===== config.mk =====
export PLATFORM = sky130hd
export DESIGN_NAME = lob_unit
export DESIGN_NICKNAME = d
export VERILOG_FILES = /design/src/include/lob_pkg.sv /design/src/lob_unit.sv
export VERILOG_INCLUDE_DIRS = /design/src /design/src/include
export SDC_FILE = /design/constraint.sdc
export NUM_CORES = 1
export LEC_CHECK = 0
export ABC_CLOCK_PERIOD_IN_PS = 1800
export BUFFER_PORTS_ARGS = -buffer_cell sky130_fd_sc_hd__buf_2
export CAP_MARGIN = 20
export CORE_MARGIN = 1
export CORE_UTILIZATION = 30
export DETAILED_ROUTE_END_ITERATION = 7
export PLACE_DENSITY = 0.57
export REMOVE_ABC_BUFFERS = 1
export SYNTH_ARGS = -nofsm -noshare
export SYNTH_HDL_FRONTEND = slang
export SYNTH_SLANG_ARGS = --single-unit

===== constraint.sdc =====
create_clock -name sys_clk -period 1.8 [get_ports sys_clk]
set_input_delay 0.45 -clock sys_clk [delete_from_list [all_inputs] [get_ports sys_clk]]
set_output_delay 0.45 -clock sys_clk [all_outputs]
set_load 0.05 [all_outputs]

===== src/include/lob_defines.svh =====
`ifndef LOB_DEFINES_SVH
`define LOB_DEFINES_SVH

// Register byte addresses on the control bus.
`define LOB_CTRL_ADDR 8'h00
`define LOB_STATUS_ADDR 8'h04
`define LOB_RESULT_ADDR 8'h08
`define LOB_PC_ADDR 8'h0C
`define LOB_COUNT_ADDR 8'h10

// Control register fields and reset value.
`define LOB_CTRL_EN_BIT 0
`define LOB_CTRL_RESET 32'h0000_0001

// Status register fields.
`define LOB_STAT_CC_LSB 0
`define LOB_STAT_TAKEN_BIT 4
`define LOB_STAT_WE_BIT 5

// Condition code positions inside a four-bit code.
`define LOB_CC_N 3
`define LOB_CC_Z 2
`define LOB_CC_V 1
`define LOB_CC_C 0

// Bus answers.
`define LOB_RESP_OKAY 2'h0
`define LOB_RESP_SLVERR 2'h2

// Branch reach in words: 200 octal back, 177 octal forward.
`define LOB_BACK_WORDS 16'h0080
`define LOB_FWD_WORDS 16'h007F

`endif


===== src/include/lob_pkg.sv =====
package lob_pkg;

	// Operations issued by the decoder.
	typedef enum logic [3:0] {
		op_none,
		bit_test_op,
		bit_test_byte_op,
		bit_clear_op,
		bit_clear_byte_op,
		bit_set_op,
		bit_set_byte_op,
		xor_op,
		branch_op
	} lob_op_t;

	// Request from decoder, register file and sequencer.
	typedef struct packed {
		lob_op_t op;
		logic [15:0] src;
		logic [15:0] dst;
		logic [15:0] pc;
		logic [7:0] offset;
		logic [3:0] cc;
		logic uncond;
		logic cond_met;
	} lob_req_t;

	// Answer to the sequencer, one cycle after the request.
	typedef struct packed {
		logic valid;
		logic [15:0] result;
		logic dst_we;
		logic [3:0] cc;
		logic [15:0] pc;
		logic taken;
	} lob_rsp_t;

endpackage


===== src/lob_unit.sv =====
// Decided for this implementation: the placing of the registers and register access over AXI4-Lite.
`timescale 1ns/1ps
`include "lob_defines.svh"

module lob_unit
	import lob_pkg::*;
(
	input wire logic sys_clk,
	input wire logic rst_n,
	input wire logic req_valid,
	input wire lob_req_t req,
	output logic req_ready,
	output lob_rsp_t rsp,
	input wire logic [7:0] s_axi_awaddr,
	input wire logic s_axi_awvalid,
	output logic s_axi_awready,
	input wire logic [31:0] s_axi_wdata,
	input wire logic [3:0] s_axi_wstrb,
	input wire logic s_axi_wvalid,
	output logic s_axi_wready,
	output logic [1:0] s_axi_bresp,
	output logic s_axi_bvalid,
	input wire logic s_axi_bready,
	input wire logic [7:0] s_axi_araddr,
	input wire logic s_axi_arvalid,
	output logic s_axi_arready,
	output logic [31:0] s_axi_rdata,
	output logic [1:0] s_axi_rresp,
	output logic s_axi_rvalid,
	input wire logic s_axi_rready
);

	////////////////////////////////////////////////////////////////////////
	// Shared arithmetic.

	// Word offset to byte displacement with the sign carried up.
	function automatic logic [15:0] branch_disp(input logic [7:0] off);
		branch_disp = {{7{off[7]}}, off, 1'b0};
	endfunction

	// Codes for the logical group; carry is passed through untouched.
	function automatic logic [3:0] logic_cc(input logic [15:0] r,
			input logic is_byte, input logic c_in);
		logic n;
		logic z;
		n = is_byte ? r[7] : r[15];
		z = is_byte ? (r[7:0] == 8'h00) : (r == 16'h0000);
		logic_cc = {n, z, 1'b0, c_in};
	endfunction

	////////////////////////////////////////////////////////////////////////
	// Datapath.

	logic ctrl_en;
	logic [31:0] op_count;
	logic [31:0] next_op_count;
	lob_rsp_t next_rsp;
	logic req_fire;
	logic [15:0] lo_res;

	assign req_fire = req_valid & req_ready;

	// One answer per accepted request; the sequencer owns the
	// program counter advance, so logical ops hand back the pc as is.
	always_comb begin
		next_rsp = rsp;
		next_rsp.valid = 1'b0;
		next_op_count = op_count;
		lo_res = 16'h0000;
		if (req_fire) begin
			next_op_count = op_count + 32'h0000_0001;
			next_rsp.valid = 1'b1;
			next_rsp.result = req.dst;
			next_rsp.dst_we = 1'b0;
			next_rsp.cc = req.cc;
			next_rsp.pc = req.pc;
			next_rsp.taken = 1'b0;
			case (req.op)
				bit_test_op, bit_test_byte_op: begin
					lo_res = req.src & req.dst;
					next_rsp.result = lo_res;
					next_rsp.cc = logic_cc(lo_res,
						req.op == bit_test_byte_op, req.cc[`LOB_CC_C]);
				end
				bit_clear_op, bit_clear_byte_op: begin
					lo_res = ~req.src & req.dst;
					next_rsp.dst_we = 1'b1;
					next_rsp.cc = logic_cc(lo_res,
						req.op == bit_clear_byte_op, req.cc[`LOB_CC_C]);
					next_rsp.result = (req.op == bit_clear_byte_op) ?
						{req.dst[15:8], lo_res[7:0]} : lo_res;
				end
				bit_set_op, bit_set_byte_op: begin
					lo_res = req.src | req.dst;
					next_rsp.dst_we = 1'b1;
					next_rsp.cc = logic_cc(lo_res,
						req.op == bit_set_byte_op, req.cc[`LOB_CC_C]);
					next_rsp.result = (req.op == bit_set_byte_op) ?
						{req.dst[15:8], lo_res[7:0]} : lo_res;
				end
				xor_op: begin
					lo_res = req.src ^ req.dst;
					next_rsp.result = lo_res;
					next_rsp.dst_we = 1'b1;
					next_rsp.cc = logic_cc(lo_res, 1'b0, req.cc[`LOB_CC_C]);
				end
				branch_op: begin
					// Codes pass through unchanged in both outcomes.
					next_rsp.taken = req.uncond | req.cond_met;
					next_rsp.cc = req.cc;
					if (next_rsp.taken) begin
						next_rsp.pc = req.pc + branch_disp(req.offset);
					end
				end
				default: next_rsp.result = req.dst;
			endcase
		end
	end

	// Answer register.
	always_ff @(posedge sys_clk or negedge rst_n) begin
		if (!rst_n) begin
			rsp <= '0;
			op_count <= 32'h0000_0000;
		end else begin
			rsp <= next_rsp;
			op_count <= next_op_count;
		end
	end

	////////////////////////////////////////////////////////////////////////
	// Register bus slave.

	logic aw_held, w_held, next_aw_held, next_w_held;
	logic [7:0] aw_addr, next_aw_addr;
	logic [31:0] w_data, next_w_data;
	logic [3:0] w_strb, next_w_strb;
	logic next_awready, next_wready, next_bvalid, next_ctrl_en;
	logic next_req_ready, next_arready, next_rvalid;
	logic [1:0] next_bresp, next_rresp;
	logic [31:0] next_rdata;

	// Address and data are taken in either order; the write lands once
	// both are held, and nothing more is taken until the answer leaves.
	always_comb begin
		next_aw_held = aw_held;
		next_w_held = w_held;
		next_aw_addr = aw_addr;
		next_w_data = w_data;
		next_w_strb = w_strb;
		next_bvalid = s_axi_bvalid;
		next_bresp = s_axi_bresp;
		next_ctrl_en = ctrl_en;
		if (s_axi_awvalid && s_axi_awready) begin
			next_aw_held = 1'b1;
			next_aw_addr = s_axi_awaddr;
		end
		if (s_axi_wvalid && s_axi_wready) begin
			next_w_held = 1'b1;
			next_w_data = s_axi_wdata;
			next_w_strb = s_axi_wstrb;
		end
		if (s_axi_bvalid && s_axi_bready) begin
			next_bvalid = 1'b0;
		end
		if (aw_held && w_held && !s_axi_bvalid) begin
			next_aw_held = 1'b0;
			next_w_held = 1'b0;
			next_bvalid = 1'b1;
			next_bresp = `LOB_RESP_OKAY;
			case (aw_addr)
				`LOB_CTRL_ADDR: begin
					if (w_strb[0]) begin
						next_ctrl_en = w_data[`LOB_CTRL_EN_BIT];
					end
				end
				`LOB_STATUS_ADDR, `LOB_RESULT_ADDR, `LOB_PC_ADDR,
				`LOB_COUNT_ADDR: begin
					next_bresp = `LOB_RESP_OKAY;
				end
				default: begin
					next_bresp = `LOB_RESP_SLVERR;
				end
			endcase
		end
		next_awready = !next_aw_held && !next_bvalid;
		next_wready = !next_w_held && !next_bvalid;
		next_req_ready = next_ctrl_en;
	end

	// Write side registers.
	always_ff @(posedge sys_clk or negedge rst_n) begin
		if (!rst_n) begin
			aw_held <= 1'b0;
			w_held <= 1'b0;
			aw_addr <= 8'h00;
			w_data <= 32'h0000_0000;
			w_strb <= 4'h0;
			s_axi_awready <= 1'b1;
			s_axi_wready <= 1'b1;
			s_axi_bvalid <= 1'b0;
			s_axi_bresp <= `LOB_RESP_OKAY;
			ctrl_en <= 1'(`LOB_CTRL_RESET >> `LOB_CTRL_EN_BIT);
			req_ready <= 1'(`LOB_CTRL_RESET >> `LOB_CTRL_EN_BIT);
		end else begin
			aw_held <= next_aw_held;
			w_held <= next_w_held;
			aw_addr <= next_aw_addr;
			w_data <= next_w_data;
			w_strb <= next_w_strb;
			s_axi_awready <= next_awready;
			s_axi_wready <= next_wready;
			s_axi_bvalid <= next_bvalid;
			s_axi_bresp <= next_bresp;
			ctrl_en <= next_ctrl_en;
			req_ready <= next_req_ready;
		end
	end

	// Reads answer one cycle after the address is taken.
	always_comb begin
		next_rvalid = s_axi_rvalid;
		next_rdata = s_axi_rdata;
		next_rresp = s_axi_rresp;
		if (s_axi_rvalid && s_axi_rready) begin
			next_rvalid = 1'b0;
		end
		if (s_axi_arvalid && s_axi_arready) begin
			next_rvalid = 1'b1;
			next_rresp = `LOB_RESP_OKAY;
			next_rdata = 32'h0000_0000;
			case (s_axi_araddr)
				`LOB_CTRL_ADDR: next_rdata[`LOB_CTRL_EN_BIT] = ctrl_en;
				`LOB_STATUS_ADDR: begin
					next_rdata[`LOB_STAT_CC_LSB +: 4] = rsp.cc;
					next_rdata[`LOB_STAT_TAKEN_BIT] = rsp.taken;
					next_rdata[`LOB_STAT_WE_BIT] = rsp.dst_we;
				end
				`LOB_RESULT_ADDR: next_rdata[15:0] = rsp.result;
				`LOB_PC_ADDR: next_rdata[15:0] = rsp.pc;
				`LOB_COUNT_ADDR: next_rdata = op_count;
				default: next_rresp = `LOB_RESP_SLVERR;
			endcase
		end
		next_arready = !next_rvalid;
	end

	// Read side registers.
	always_ff @(posedge sys_clk or negedge rst_n) begin
		if (!rst_n) begin
			s_axi_arready <= 1'b1;
			s_axi_rvalid <= 1'b0;
			s_axi_rdata <= 32'h0000_0000;
			s_axi_rresp <= `LOB_RESP_OKAY;
		end else begin
			s_axi_arready <= next_arready;
			s_axi_rvalid <= next_rvalid;
			s_axi_rdata <= next_rdata;
			s_axi_rresp <= next_rresp;
		end
	end
endmodule


**After elaboration in Yosys (flattened, before gate mapping)**

Cells that the tools add are included.
Widths: inputs -> output; s select.

- Output and inout bits: 81
- Flip-flop bits (word level): 125
- Bits of input ports: 126

- Muxes and demuxes: 28
- Reduce and logical (&&, ||, !) cells: 30
- Bitwise gates (word level): 7
- Equal/unequal tests: 16
- Add/sub/neg operators: 2

Operators by type and width:

| operator | number |
|---|---|
| $logic_not 16->1 | 4 |
| $mux 16 | 4 |
| $pmux 16 s4 | 1 |
| $logic_not 8->1 | 5 |
| $mux 39 | 1 |
| $add 32x1->32 const B | 1 |
| $and 16x16->16 | 2 |
| $eq 8x4->1 const B | 4 |
| $pmux 10 s3 | 1 |
| $pmux 5 s4 | 1 |
| $mux 17 | 1 |
| $add 16x16->16 | 1 |
| $eq 4x3->1 const B | 4 |
| $eq 8x3->1 const B | 2 |
| $eq 8x5->1 const B | 2 |
| $not 16->16 | 1 |
| $or 16x16->16 | 1 |
| $pmux 4 s4 | 1 |
| $xor 16x16->16 | 1 |
| $mux 1 | 15 |
| $reduce_or 5->1 | 3 |
| $logic_and 1x1->1 | 9 |
| $eq 4x2->1 const B | 2 |
| $reduce_or 2->1 | 3 |
| 8 further kinds | 13 |

**Logic depth before layout (Yosys ltp)**

Gate-level depths: netlist of run 1.

- Depth in word-level cells: 6
- Mapped depth: 10
- Depth with buffers taken out: 10

**Worst setup path before layout of run 1**

No wires, ideal clock.

- Path type: input -> register
- From: in req[6] (netlist name)
- To: reg rsp[16] (netlist name)
- Path buffers: 0
- Setup time: 126 ps
- Arrival: 2092 ps
- Slack: -418 ps
- Data required time: 1674 ps
- Stages: 10
- Cells stage by stage: ha_1 > inv_1 > fa_1 > nor2b_1 > o2111ai_1 > a211oi_1 > a311o_1 > a22oi_1 > nor2_1 > nand3_1

- Word-level cells in the longest chain between the ends: 3

Ends and longest elaborated chain:

| what | line | source |
|---|---|---|
| start: declaration | lob_unit.sv:11 | `input wire lob_req_t req,` |
| $add 16x16->16 | lob_unit.sv:112 | `next_rsp.pc = req.pc + branch_disp(req.offset);` |
| $mux 16 | lob_unit.sv:111 | `if (next_rsp.taken) begin` |
| $mux 17 | lob_unit.sv:78 | `case (req.op)` |
| end signal: assignment | lob_unit.sv:126 | `rsp <= next_rsp;` |
| end: declaration | lob_unit.sv:13 | `output lob_rsp_t rsp,` |

Every way passes these cells.
A chain may end at the register's enable or synchronous reset.

**Worst setup path in the final report of run 1**

- From: in req[12] (netlist name)
- To: reg rsp[16] (netlist name)

The elaborated chain is that of the path after synthesis.

==> results of run 1 <==
==> cell usage after synthesis (10+ instances only) <==
cell type  instances  area, µm²
inv_1             49        184
nand4_1           10       62.6
a21oi_1           44        220
nor2_1            59        221
clkbuf_1          30        113
xnor2_1           27        236
nor3_1            11       55.1
mux2_2            14        158
a31oi_1           13       81.3
nor4_1            13       81.3
nand2_1          150        563
dfrtp_1          119       2980
o21ai_0           86        430
ha_1              63        788
mux2i_1           21        210
and3_1            12       75.1
nand3_1           15       75.1
==> logic make-up (layout without fill, tap and decap cells) <==
kind of cell             count (synthesis)  after routing
other                                    1              4
flip-flops                             123            123
XOR/XNOR                                36             36
AO/OA/AOI/OAI                          206            206
buffers and inverters                   90            431
AND/OR/NAND/NOR                        318            318
adder cells (fa/ha/maj)                 64             64
multiplexers                            35             35
==> path summary, 6_finish.rpt <==
| check | start | end | slack (ns) | cells after the start |
|---|---|---|---|---|
| max | req[12] | rsp[16] | -0.11 | 9 |
| min | req[14] | rsp[1] | 0.22 | 3 |
| max reg2reg | ctrl_en | op_count[31] | -0.05 | 7 |
| min reg2reg | w_held | s_axi_wready | 0.43 | 1 |
| max in group asynchronous | rst_n | ctrl_en | 0.68 | 3 |
| min in group asynchronous | rst_n | s_axi_rdata[24] | 0.51 | 2 |
==> area by class of cell <==
type | instances | area [µm²] | share of cell area (%)
antenna | 2 | 5.00 | 0.0445
tap | 330 | 413 | 3.67
multi-input combinational | 661 | 4580 | 40.7
clock buffer | 18 | 439 | 3.90
clock inverter | 14 | 148 | 1.31
inverter | 49 | 186 | 1.66
sequential | 123 | 3080 | 27.4
timing repair buffer | 350 | 2390 | 21.3
==> where the power goes <==
part           total, mW  switching (mW)  internal, mW
Sequential          3.70           0.421          3.27
Combinational       3.52            2.32          1.20
Clock               3.37            1.29          2.07
==> metal layers <==
layer  wire (µm)  vias up  track usage (%)
li1            -     3724                -
met1       10900     3446             24.4
met2       11600      214             31.4
met3        1230       39             3.93
met4         480        4             6.17
met5          25        -                0
==> sequential cells by signal, summed over array words and instances, names as in the netlist <==
name / flops
s_axi_rresp: 1
w_held: 1
w_data: 1
s_axi_rdata: 32
aw_addr: 8
s_axi_rvalid: 1
ctrl_en: 1
rsp: 39
aw_held: 1
s_axi_arready: 1
s_axi_wready: 1
s_axi_bresp: 1
s_axi_bvalid: 1
s_axi_awready: 1
w_strb: 1
op_count: 32
==> timing repair <==
item,in CTS,in global routing
resized for setup,37,63
hold buffers,1,0
pin swaps,13,32
endpoints found under the setup margin,24,24
endpoints found under the hold margin,23,0
setup buffers,4,5
==> critical path, delay by kind of cell <==
kind / cells / cell delay, ns
AOI/OAI and AO/OA: 4 / 0.88
adders and majority gates: 1 / 0.30
buffers and inverters: 1 / 0.12
and+or+nand+nor: 3 / 0.45
==> results.json, run 1 <==
{
  "crit_chain": "buf_2 > ha_1 > or2_2 > a31oi_1 > a211oi_4 > a311o_1 > o211a_1 > nor2_2 > nand3_1",
  "hold_class": "primary input to flip-flop",
  "grt.total_usage_pct": 18.9,
  "power_density_nw_per_um2": 940,
  "fin_hold_ws_ns": 0.224,
  "worstPathRequired_ns": 2.10,
  "dr.pass1.iters": 5,
  "end_kind": "flip-flop",
  "wirelength_um": 24300,
  "drc": 0,
  "fin_crit_sh_pct": 106,
  "worstMarginPinSlew_ns": 0.704,
  "antenna_found_initial": 3,
  "layout.nets": 1392,
  "cts_made_buffers": 17,
  "yosysWarnings": 0,
  "core_um2": 25100,
  "slowest_stage": "a311o_1",
  "finalClockSkew_ns": 0.0115,
  "crit_arrival_ns": 2.20,
  "routed-via-count": 7427,
  "wl_per_cell_um": 15.7,
  "boundaryPins": 207,
  "synth-seq-cells": 123,
  "cp_max_fo": 3,
  "finalHoldViolations": 0,
  "max_cap_violations": 0,
  "gp_congestion": 0.877,
  "finalInstanceArea_um2": 11300,
  "tns_ns": -0.250,
  "cts_buffer_depth": 2,
  "placed_cell_area_um2": 10200,
  "violations": "setup timing",
  "fmaxAchievable_ghz": 0.525,
  "static-leakage-power_nw": 5.62,
  "p_total_mw": 10.6,
  "cts_sinks": 123,
  "ys_seq_area_share_pct": 40.2,
  "clock_latency_ns": 0.42,
  "htreeDepth": 4,
  "avgSynthCellArea_um2": 8.79,
  "path_class": "primary input to flip-flop",
  "slew_headroom_pct": 52.3,
  "ant_nets": 0,
  "synth_compound_area_share_pct": 16.4,
  "slew_violations": 0,
  "dp_slack_ns": -0.795,
  "synthMuxAreaShare_pct": 4.79,
  "die_h_um": 162,
  "syn2layout_area_growth_pct": 46.6,
  "fill_cells": 2487,
  "synthAdderAreaFrac_pct": 10.5,
  "row_count": 58,
  "cts.clk_slew.worst_paths_ns": 0.06,
  "final_common_cell": "buf_4",
  "syn_area_um2": 7670,
  "setup_slack_ns": -0.106,
  "dieArea_um2": 26200,
  "cts-root-buf": "clkbuf_16",
  "yosys.area_share.simple_pct": 19.4,
  "synth-xor-area-share_pct": 4.11,
  "grt_pass1_wl_um": 38500,
  "synth_top_family_by_area": "simple AND/OR/NAND/NOR gates",
  "final_cell_mix": "buf_4, buf_2, nand2_1",
  "grt_pass1_vias": 7372,
  "crit_path_start_kind": "primary input",
  "async_flop_share_pct": 100,
  "status": "finished with violations",
  "setup_viol": 6,
  "overflow": 0,
  "dp.cells": 1504,
  "cts_tree": "yes",
  "dpl.hpwl_um": 19100,
  "io_buffers": 170,
  "routed_via_density": 4.80,
  "die_width_um": 162,
  "min_period_ns": 1.91,
  "grt_max_degree": 39,
  "ys_types": 65,
  "synth_top_flop_cell": "dfrtp_1",
  "stdcell_count": 1547,
  "slowest_delay_ns": 0.39,
  "post-route-util_pct": 44.8,
  "vdd_drop_max_v": 0.000641,
  "syn_inst": 873,
  "synth-edff-count": 0,
  "start_util_pct": 30.6,
  "first_iter_violations": 516,
  "layout-drive-gt1-share_pct": 37.7,
  "rsz0062_at_grt": "yes"
}
Power figures use the tool's default switching activity.
==> run 2: changes to the inputs <==
--- a/config.mk
+++ b/config.mk
@@ -6,13 +6,13 @@
 export SDC_FILE = /design/constraint.sdc
 export NUM_CORES = 1
 export LEC_CHECK = 0
-export ABC_CLOCK_PERIOD_IN_PS = 1800
+export ABC_CLOCK_PERIOD_IN_PS = 1910
 export BUFFER_PORTS_ARGS = -buffer_cell sky130_fd_sc_hd__buf_2
 export CAP_MARGIN = 20
 export CORE_MARGIN = 1
 export CORE_UTILIZATION = 30
 export DETAILED_ROUTE_END_ITERATION = 7
-export PLACE_DENSITY = 0.57
+export PLACE_DENSITY = 0.56
 export REMOVE_ABC_BUFFERS = 1
 export SYNTH_ARGS = -nofsm -noshare
 export SYNTH_HDL_FRONTEND = slang
==> constraint.sdc (replaced) <==
create_clock -name sys_clk -period 1.91 [get_ports sys_clk]
set_input_delay 0.4775 -clock sys_clk [delete_from_list [all_inputs] [get_ports sys_clk]]
set_output_delay 0.4775 -clock sys_clk [all_outputs]
set_load 0.05 [all_outputs]
==> results.json, run 2 (same netlist as run 1, synthesis figures left out) <==
{
  "clock_latency_ns": 0.41,
  "wirelength_um": 24000,
  "cts_tree": "yes",
  "end_kind": "flip-flop",
  "hold_class": "primary input to flip-flop",
  "gp_congestion": 0.905,
  "grt.total_usage_pct": 18.5,
  "netSwitchingPower_mw": 3.76,
  "wl_per_cell_um": 15.6,
  "crit_arrival_ns": 2.28,
  "dr.pass1.iters": 5,
  "first_iter_violations": 392,
  "fill_cells": 2533,
  "vdd_drop_max_v": 0.000646,
  "violations": "setup timing",
  "pwr-share-clk_pct": 31.8,
  "switching_share_pct": 38.0,
  "r2r_start": "ctrl_en",
  "grt_pass1_wl_um": 37900,
  "dp_slack_ns": -0.700,
  "min_period_ns": 1.99,
  "r2r_slack_ns": 0.05,
  "fin_crit_sh_pct": 104,
  "crit_path_start_kind": "primary input",
  "max_cap_violations": 0,
  "rsz0062_at_grt": "yes",
  "dpl.hpwl_um": 19000,
  "worstMarginPinSlew_ns": 0.770,
  "finalHoldViolations": 0,
  "cp_max_fo": 3,
  "slew_headroom_pct": 47.9,
  "cts_buffer_depth": 2,
  "hold_start": "req[2]",
  "final_common_cell": "buf_2",
  "antenna_found_initial": 5,
  "p_total_mw": 9.89,
  "cts-root-buf": "clkbuf_16",
  "static-leakage-power_nw": 5.54,
  "start_util_pct": 30.6,
  "io_buffers": 170,
  "grt_max_degree": 58,
  "ant_nets": 0,
  "final_cell_mix": "buf_2, buf_4, nand2_1",
  "routed_via_density": 4.82,
  "htreeDepth": 4,
  "path_class": "primary input to flip-flop",
  "worstPathRequired_ns": 2.20,
  "r2r_cells": 7,
  "r2r_end": "op_count[31]",
  "die_width_um": 162,
  "status": "finished with violations",
  "fmaxAchievable_ghz": 0.502,
  "largest_reg_flops": 39,
  "min_path_cells": 3,
  "row_count": 58,
  "power_density_nw_per_um2": 903,
  "top_register": "rsp",
  "boundaryPins": 207,
  "setup_viol": 1,
  "drc": 0,
  "dieArea_um2": 26200,
  "core_um2": 25100,
  "setup_slack_ns": -0.0812,
  "hold_end": "rsp[17]",
  "cts.clk_slew.worst_paths_ns": 0.06,
  "power_frac_comb_pct": 33.0,
  "seq_power_share_pct": 35.2,
  "cts_made_buffers": 17,
  "routed-via-count": 7411,
  "slew_violations": 0,
  "grt_pass1_vias": 7276,
  "overflow": 0,
  "cts_sinks": 123,
  "stdcell_count": 1539,
  "intPower_mw": 6.14,
  "layout-drive-gt1-share_pct": 36.1,
  "tns_ns": -0.0812,
  "finalClockSkew_ns": 0.00733,
  "die_h_um": 162,
  "layout.nets": 1383,
  "syn2layout_area_growth_pct": 42.8,
  "top_regs": "rsp x39, op_count x32, s_axi_rdata x32",
  "dp.cells": 1497
}
-- run 2: per-stage QoR --
step / instance area, µm² / hold WS (ns) / util (%)
floorplan: 7510 / 0.182 / -
global placement: 10100 / 0.326 / 40.2
detailed placement: 10100 / 0.325 / 40.2
CTS: 10800 / 0.248 / 43.1
global route: 11000 / 0.263 / 43.6
finish: 11000 / 0.264 / 43.6
-- run 2: what timing repair did --
action / 4_1_cts / 5_1_grt
endpoints found under the setup margin: 17 / 28
gates resized for setup: 22 / 24
setup buffers: 3 / 4
hold buffers: 1 / 0
pin swaps: 7 / 17
hold endpoints to repair: 7 / 0
cloned: 0 / 0
-- run 2: metal layers --
metal  wire, µm  vias to the layer above  global-route usage (%)  share of wire (%)
met1      10700                     3458                    23.7                 45
met3       1350                       28                    3.45                5.6
li1           -                     3701                       -                  -
met4        356                        4                    5.79                1.5
met5         24                        -                       0               0.10
met2      11500                      220                    31.3                 48
-- run 2: layout make-up --
cell class	instances	area (µm²)	share of cell area [%]
diodes	3	7.51	0.0685
clock buffers	18	439	4.01
clock inverters	14	146	1.34
inverters	49	184	1.68
multi-input cells	661	4420	40.4
flip-flops and latches	123	3080	28.1
well taps	330	413	3.77
repair buffers	341	2260	20.7
-- run 2: worst max-delay path by stage --
| stage | start | to | slack [ns] | depth (start not counted) |
|---|---|---|---|---|
| 3_3_place_gp | req[15] | rsp[16] | -0.66 | 12 |
| 2_1_floorplan | ctrl_en | op_count[20] | -1.40 | 8 |
| 6_report | req[13] | rsp[16] | -0.08 | 10 |
| 4_1_cts | req[13] | rsp[16] | -0.05 | 10 |
| 5_1_grt | req[6] | rsp[16] | -0.12 | 12 |
| 3_5_place_dp | req[15] | rsp[16] | -0.70 | 12 |
-- run 2: power groups by stage --
stage / sequential [mW] / clock (mW) / combinational (mW)
after floorplan: 4.50 / 0 / 0.968
after global placement: 3.53 / 0 / 3.19
after detailed placement: 3.54 / 0 / 3.22
after CTS: 3.50 / 3.22 / 3.26
after global routing: 3.55 / 3.34 / 3.51
final: 3.48 / 3.14 / 3.27
-- run 2: worst max-delay path, stage by stage --
cell and delay, ns:
buf_2 0.14, ha_4 0.24, a2111o_1 0.44, a21oi_2 0.14, a211oi_2 0.08, buf_4 0.15, a311o_1 0.29, o211a_1 0.13
nor2_1 0.11, nand3_1 0.08
==> run 3: changes to the inputs <==
--- a/config.mk
+++ b/config.mk
@@ -6,13 +6,14 @@
 export SDC_FILE = /design/constraint.sdc
 export NUM_CORES = 1
 export LEC_CHECK = 0
-export ABC_CLOCK_PERIOD_IN_PS = 1910
+export ABC_CLOCK_PERIOD_IN_PS = 1900
 export BUFFER_PORTS_ARGS = -buffer_cell sky130_fd_sc_hd__buf_2
 export CAP_MARGIN = 20
 export CORE_MARGIN = 1
 export CORE_UTILIZATION = 30
 export DETAILED_ROUTE_END_ITERATION = 7
 export PLACE_DENSITY = 0.56
+export RECOVER_POWER = 25
 export REMOVE_ABC_BUFFERS = 1
 export SYNTH_ARGS = -nofsm -noshare
 export SYNTH_HDL_FRONTEND = slang
==> constraint.sdc (replaced) <==
create_clock -name sys_clk -period 1.9 [get_ports sys_clk]
set_input_delay 0.475 -clock sys_clk [delete_from_list [all_inputs] [get_ports sys_clk]]
set_output_delay 0.475 -clock sys_clk [all_outputs]
set_load 0.05 [all_outputs]
==> results.json, run 3 (same netlist as run 1, synthesis figures left out) <==
{
  "status": "finished with violations",
  "violations": "setup timing",
  "grt_max_degree": 78,
  "power_density_nw_per_um2": 918,
  "static-leakage-power_nw": 5.50,
  "rsz0062_at_grt": "yes",
  "top_usage_layer": "met2",
  "critPathLaunch": "req[6]",
  "slowest_stage": "fa_2",
  "grt_util_met1_pct": 24.1,
  "min_period_ns": 1.93,
  "fin_crit_sh_pct": 101,
  "regArea_um2": 3080,
  "tns_ns": -0.0261,
  "setup_slack_ns": -0.0261,
  "finalClockSkew_ns": 0.00792,
  "cts_sinks": 123,
  "antenna_found_initial": 4,
  "overflow": 0,
  "cp_max_fo": 3,
  "final_common_cell": "buf_2",
  "die_width_um": 162,
  "syn2layout_area_growth_pct": 42.0,
  "layout-drive-gt1-share_pct": 35.3,
  "fmaxAchievable_ghz": 0.519,
  "grt_pass1_vias": 7166,
  "gp_congestion": 0.897,
  "crit_path_start_kind": "primary input",
  "slew_violations": 0,
  "max_cap_violations": 0,
  "dr.pass1.iters": 5,
  "r2r_start": "ctrl_en",
  "routed_via_density": 4.82,
  "ant_nets": 0,
  "cts.clk_slew.worst_paths_ns": 0.06,
  "cts-root-buf": "clkbuf_16",
  "grt.total_usage_pct": 18.3,
  "htreeDepth": 4,
  "wirelength_um": 24000,
  "start_util_pct": 30.6,
  "crit_arrival_ns": 2.22,
  "grt_pass1_wl_um": 37600,
  "worstPathRequired_ns": 2.19,
  "drc": 0,
  "cts_tree": "yes",
  "placed_cell_area_um2": 10000,
  "row_count": 58,
  "die_h_um": 162,
  "top_register": "rsp",
  "finalInstanceArea_um2": 10900,
  "dieArea_um2": 26200,
  "setup_viol": 1,
  "first_iter_violations": 425,
  "core_um2": 25100,
  "critPathBufInv": 2,
  "fin_hold_ws_ns": 0.257,
  "path_class": "primary input to flip-flop",
  "top_regs": "rsp x39, op_count x32, s_axi_rdata x32",
  "io_buffers": 170,
  "slew_headroom_pct": 42.6,
  "fill_cells": 2589,
  "wl_per_cell_um": 15.6,
  "cpLargestDelayFamily": "compound AO/OA/AOI/OAI gates",
  "final_cell_mix": "buf_2, buf_4, nand2_1",
  "p_total_mw": 10.0,
  "dpl.hpwl_um": 18800,
  "hold_start": "req[14]",
  "clock_latency_ns": 0.41,
  "crit_chain": "buf_8 > ha_4 > inv_2 > fa_2 > nor2b_2 > o2111ai_2 > a211oi_2 > a311o_1 > a22oi_1 > nor2_1 > nand3_1",
  "vdd_drop_max_v": 0.000639,
  "routed-via-count": 7401,
  "cts_made_buffers": 17,
  "cts_buffer_depth": 2,
  "largest_reg_flops": 39,
  "slowest_delay_ns": 0.37,
  "end_kind": "flip-flop",
  "boundaryPins": 207,
  "finalHoldViolations": 0,
  "worstMarginPinSlew_ns": 0.847,
  "met3_usage_pct": 3.19,
  "hold_class": "primary input to flip-flop",
  "use_met2_pct": 30.0,
  "multi_input_area_um2": 4440,
  "layout.nets": 1379
}
run 3: report_power, final:
part / internal, mW / switching, mW / total (mW)
combinational: 1.09 / 2.18 / 3.27
clock: 2.09 / 1.15 / 3.24
sequential: 3.10 / 0.405 / 3.50
run 3: metal layers:
layer  routed length (µm)  part of all wire, %
met1                10900                   45
met5                   17                0.071
met3                 1190                  4.9
met2                11400                   48
met4                  504                  2.1
run 3: path summary, 6_finish.rpt:
check | slack [ns] | endpoint | cells past startpoint
setup / recovery | -0.03 | rsp[16] | 11
hold / removal | 0.26 | rsp[1] | 3
setup reg to reg | 0.03 | op_count[31] | 7
hold reg to reg | 0.45 | s_axi_wready | 1
max in group asynchronous | 0.46 | s_axi_rdata[3] | 3
min in group asynchronous | 0.45 | s_axi_rdata[23] | 2
run 3: metrics by stage:
| step | setup WS [ns] | std cells | util, % |
|---|---|---|---|
| finish | -0.0261 | 1535 | 43.4 |
| global route | -0.0974 | 1532 | 43.4 |
| CTS | -0.0962 | 1530 | 42.8 |
| detailed placement | -0.703 | 1495 | 40.0 |
| global placement | -0.692 | 1495 | 40.0 |
| floorplan | -1.41 | 833 | - |
run 3: final cells by class:
cell class | instances | share of cell area [%]
Tap cell | 330 | 3.79
Clock inverter | 12 | 1.35
Timing Repair Buffer | 337 | 20.0
Antenna cell | 3 | 0.0689
Clock buffer | 20 | 4.10
Multi-Input combinational cell | 661 | 40.7
Sequential cell | 123 | 28.3
Inverter | 49 | 1.71
run 3: worst reg2reg max path, cell delays in order, from the launching register on:
cell and delay, ns:
dfstp_2 0.56, nand2_4 0.07, nor2_4 0.09, and3_4 0.22
and2_4 0.15, and3_4 0.18, or3b_4 0.37, xnor2_1 0.13
run 3: timing repair:
action	4_1_cts	5_1_grt
endpoints found under the hold margin	3	0
buffers inserted	2	3
pin swaps	10	16
hold buffers	1	0
endpoints found under the setup margin	15	28
resized for setup	25	31
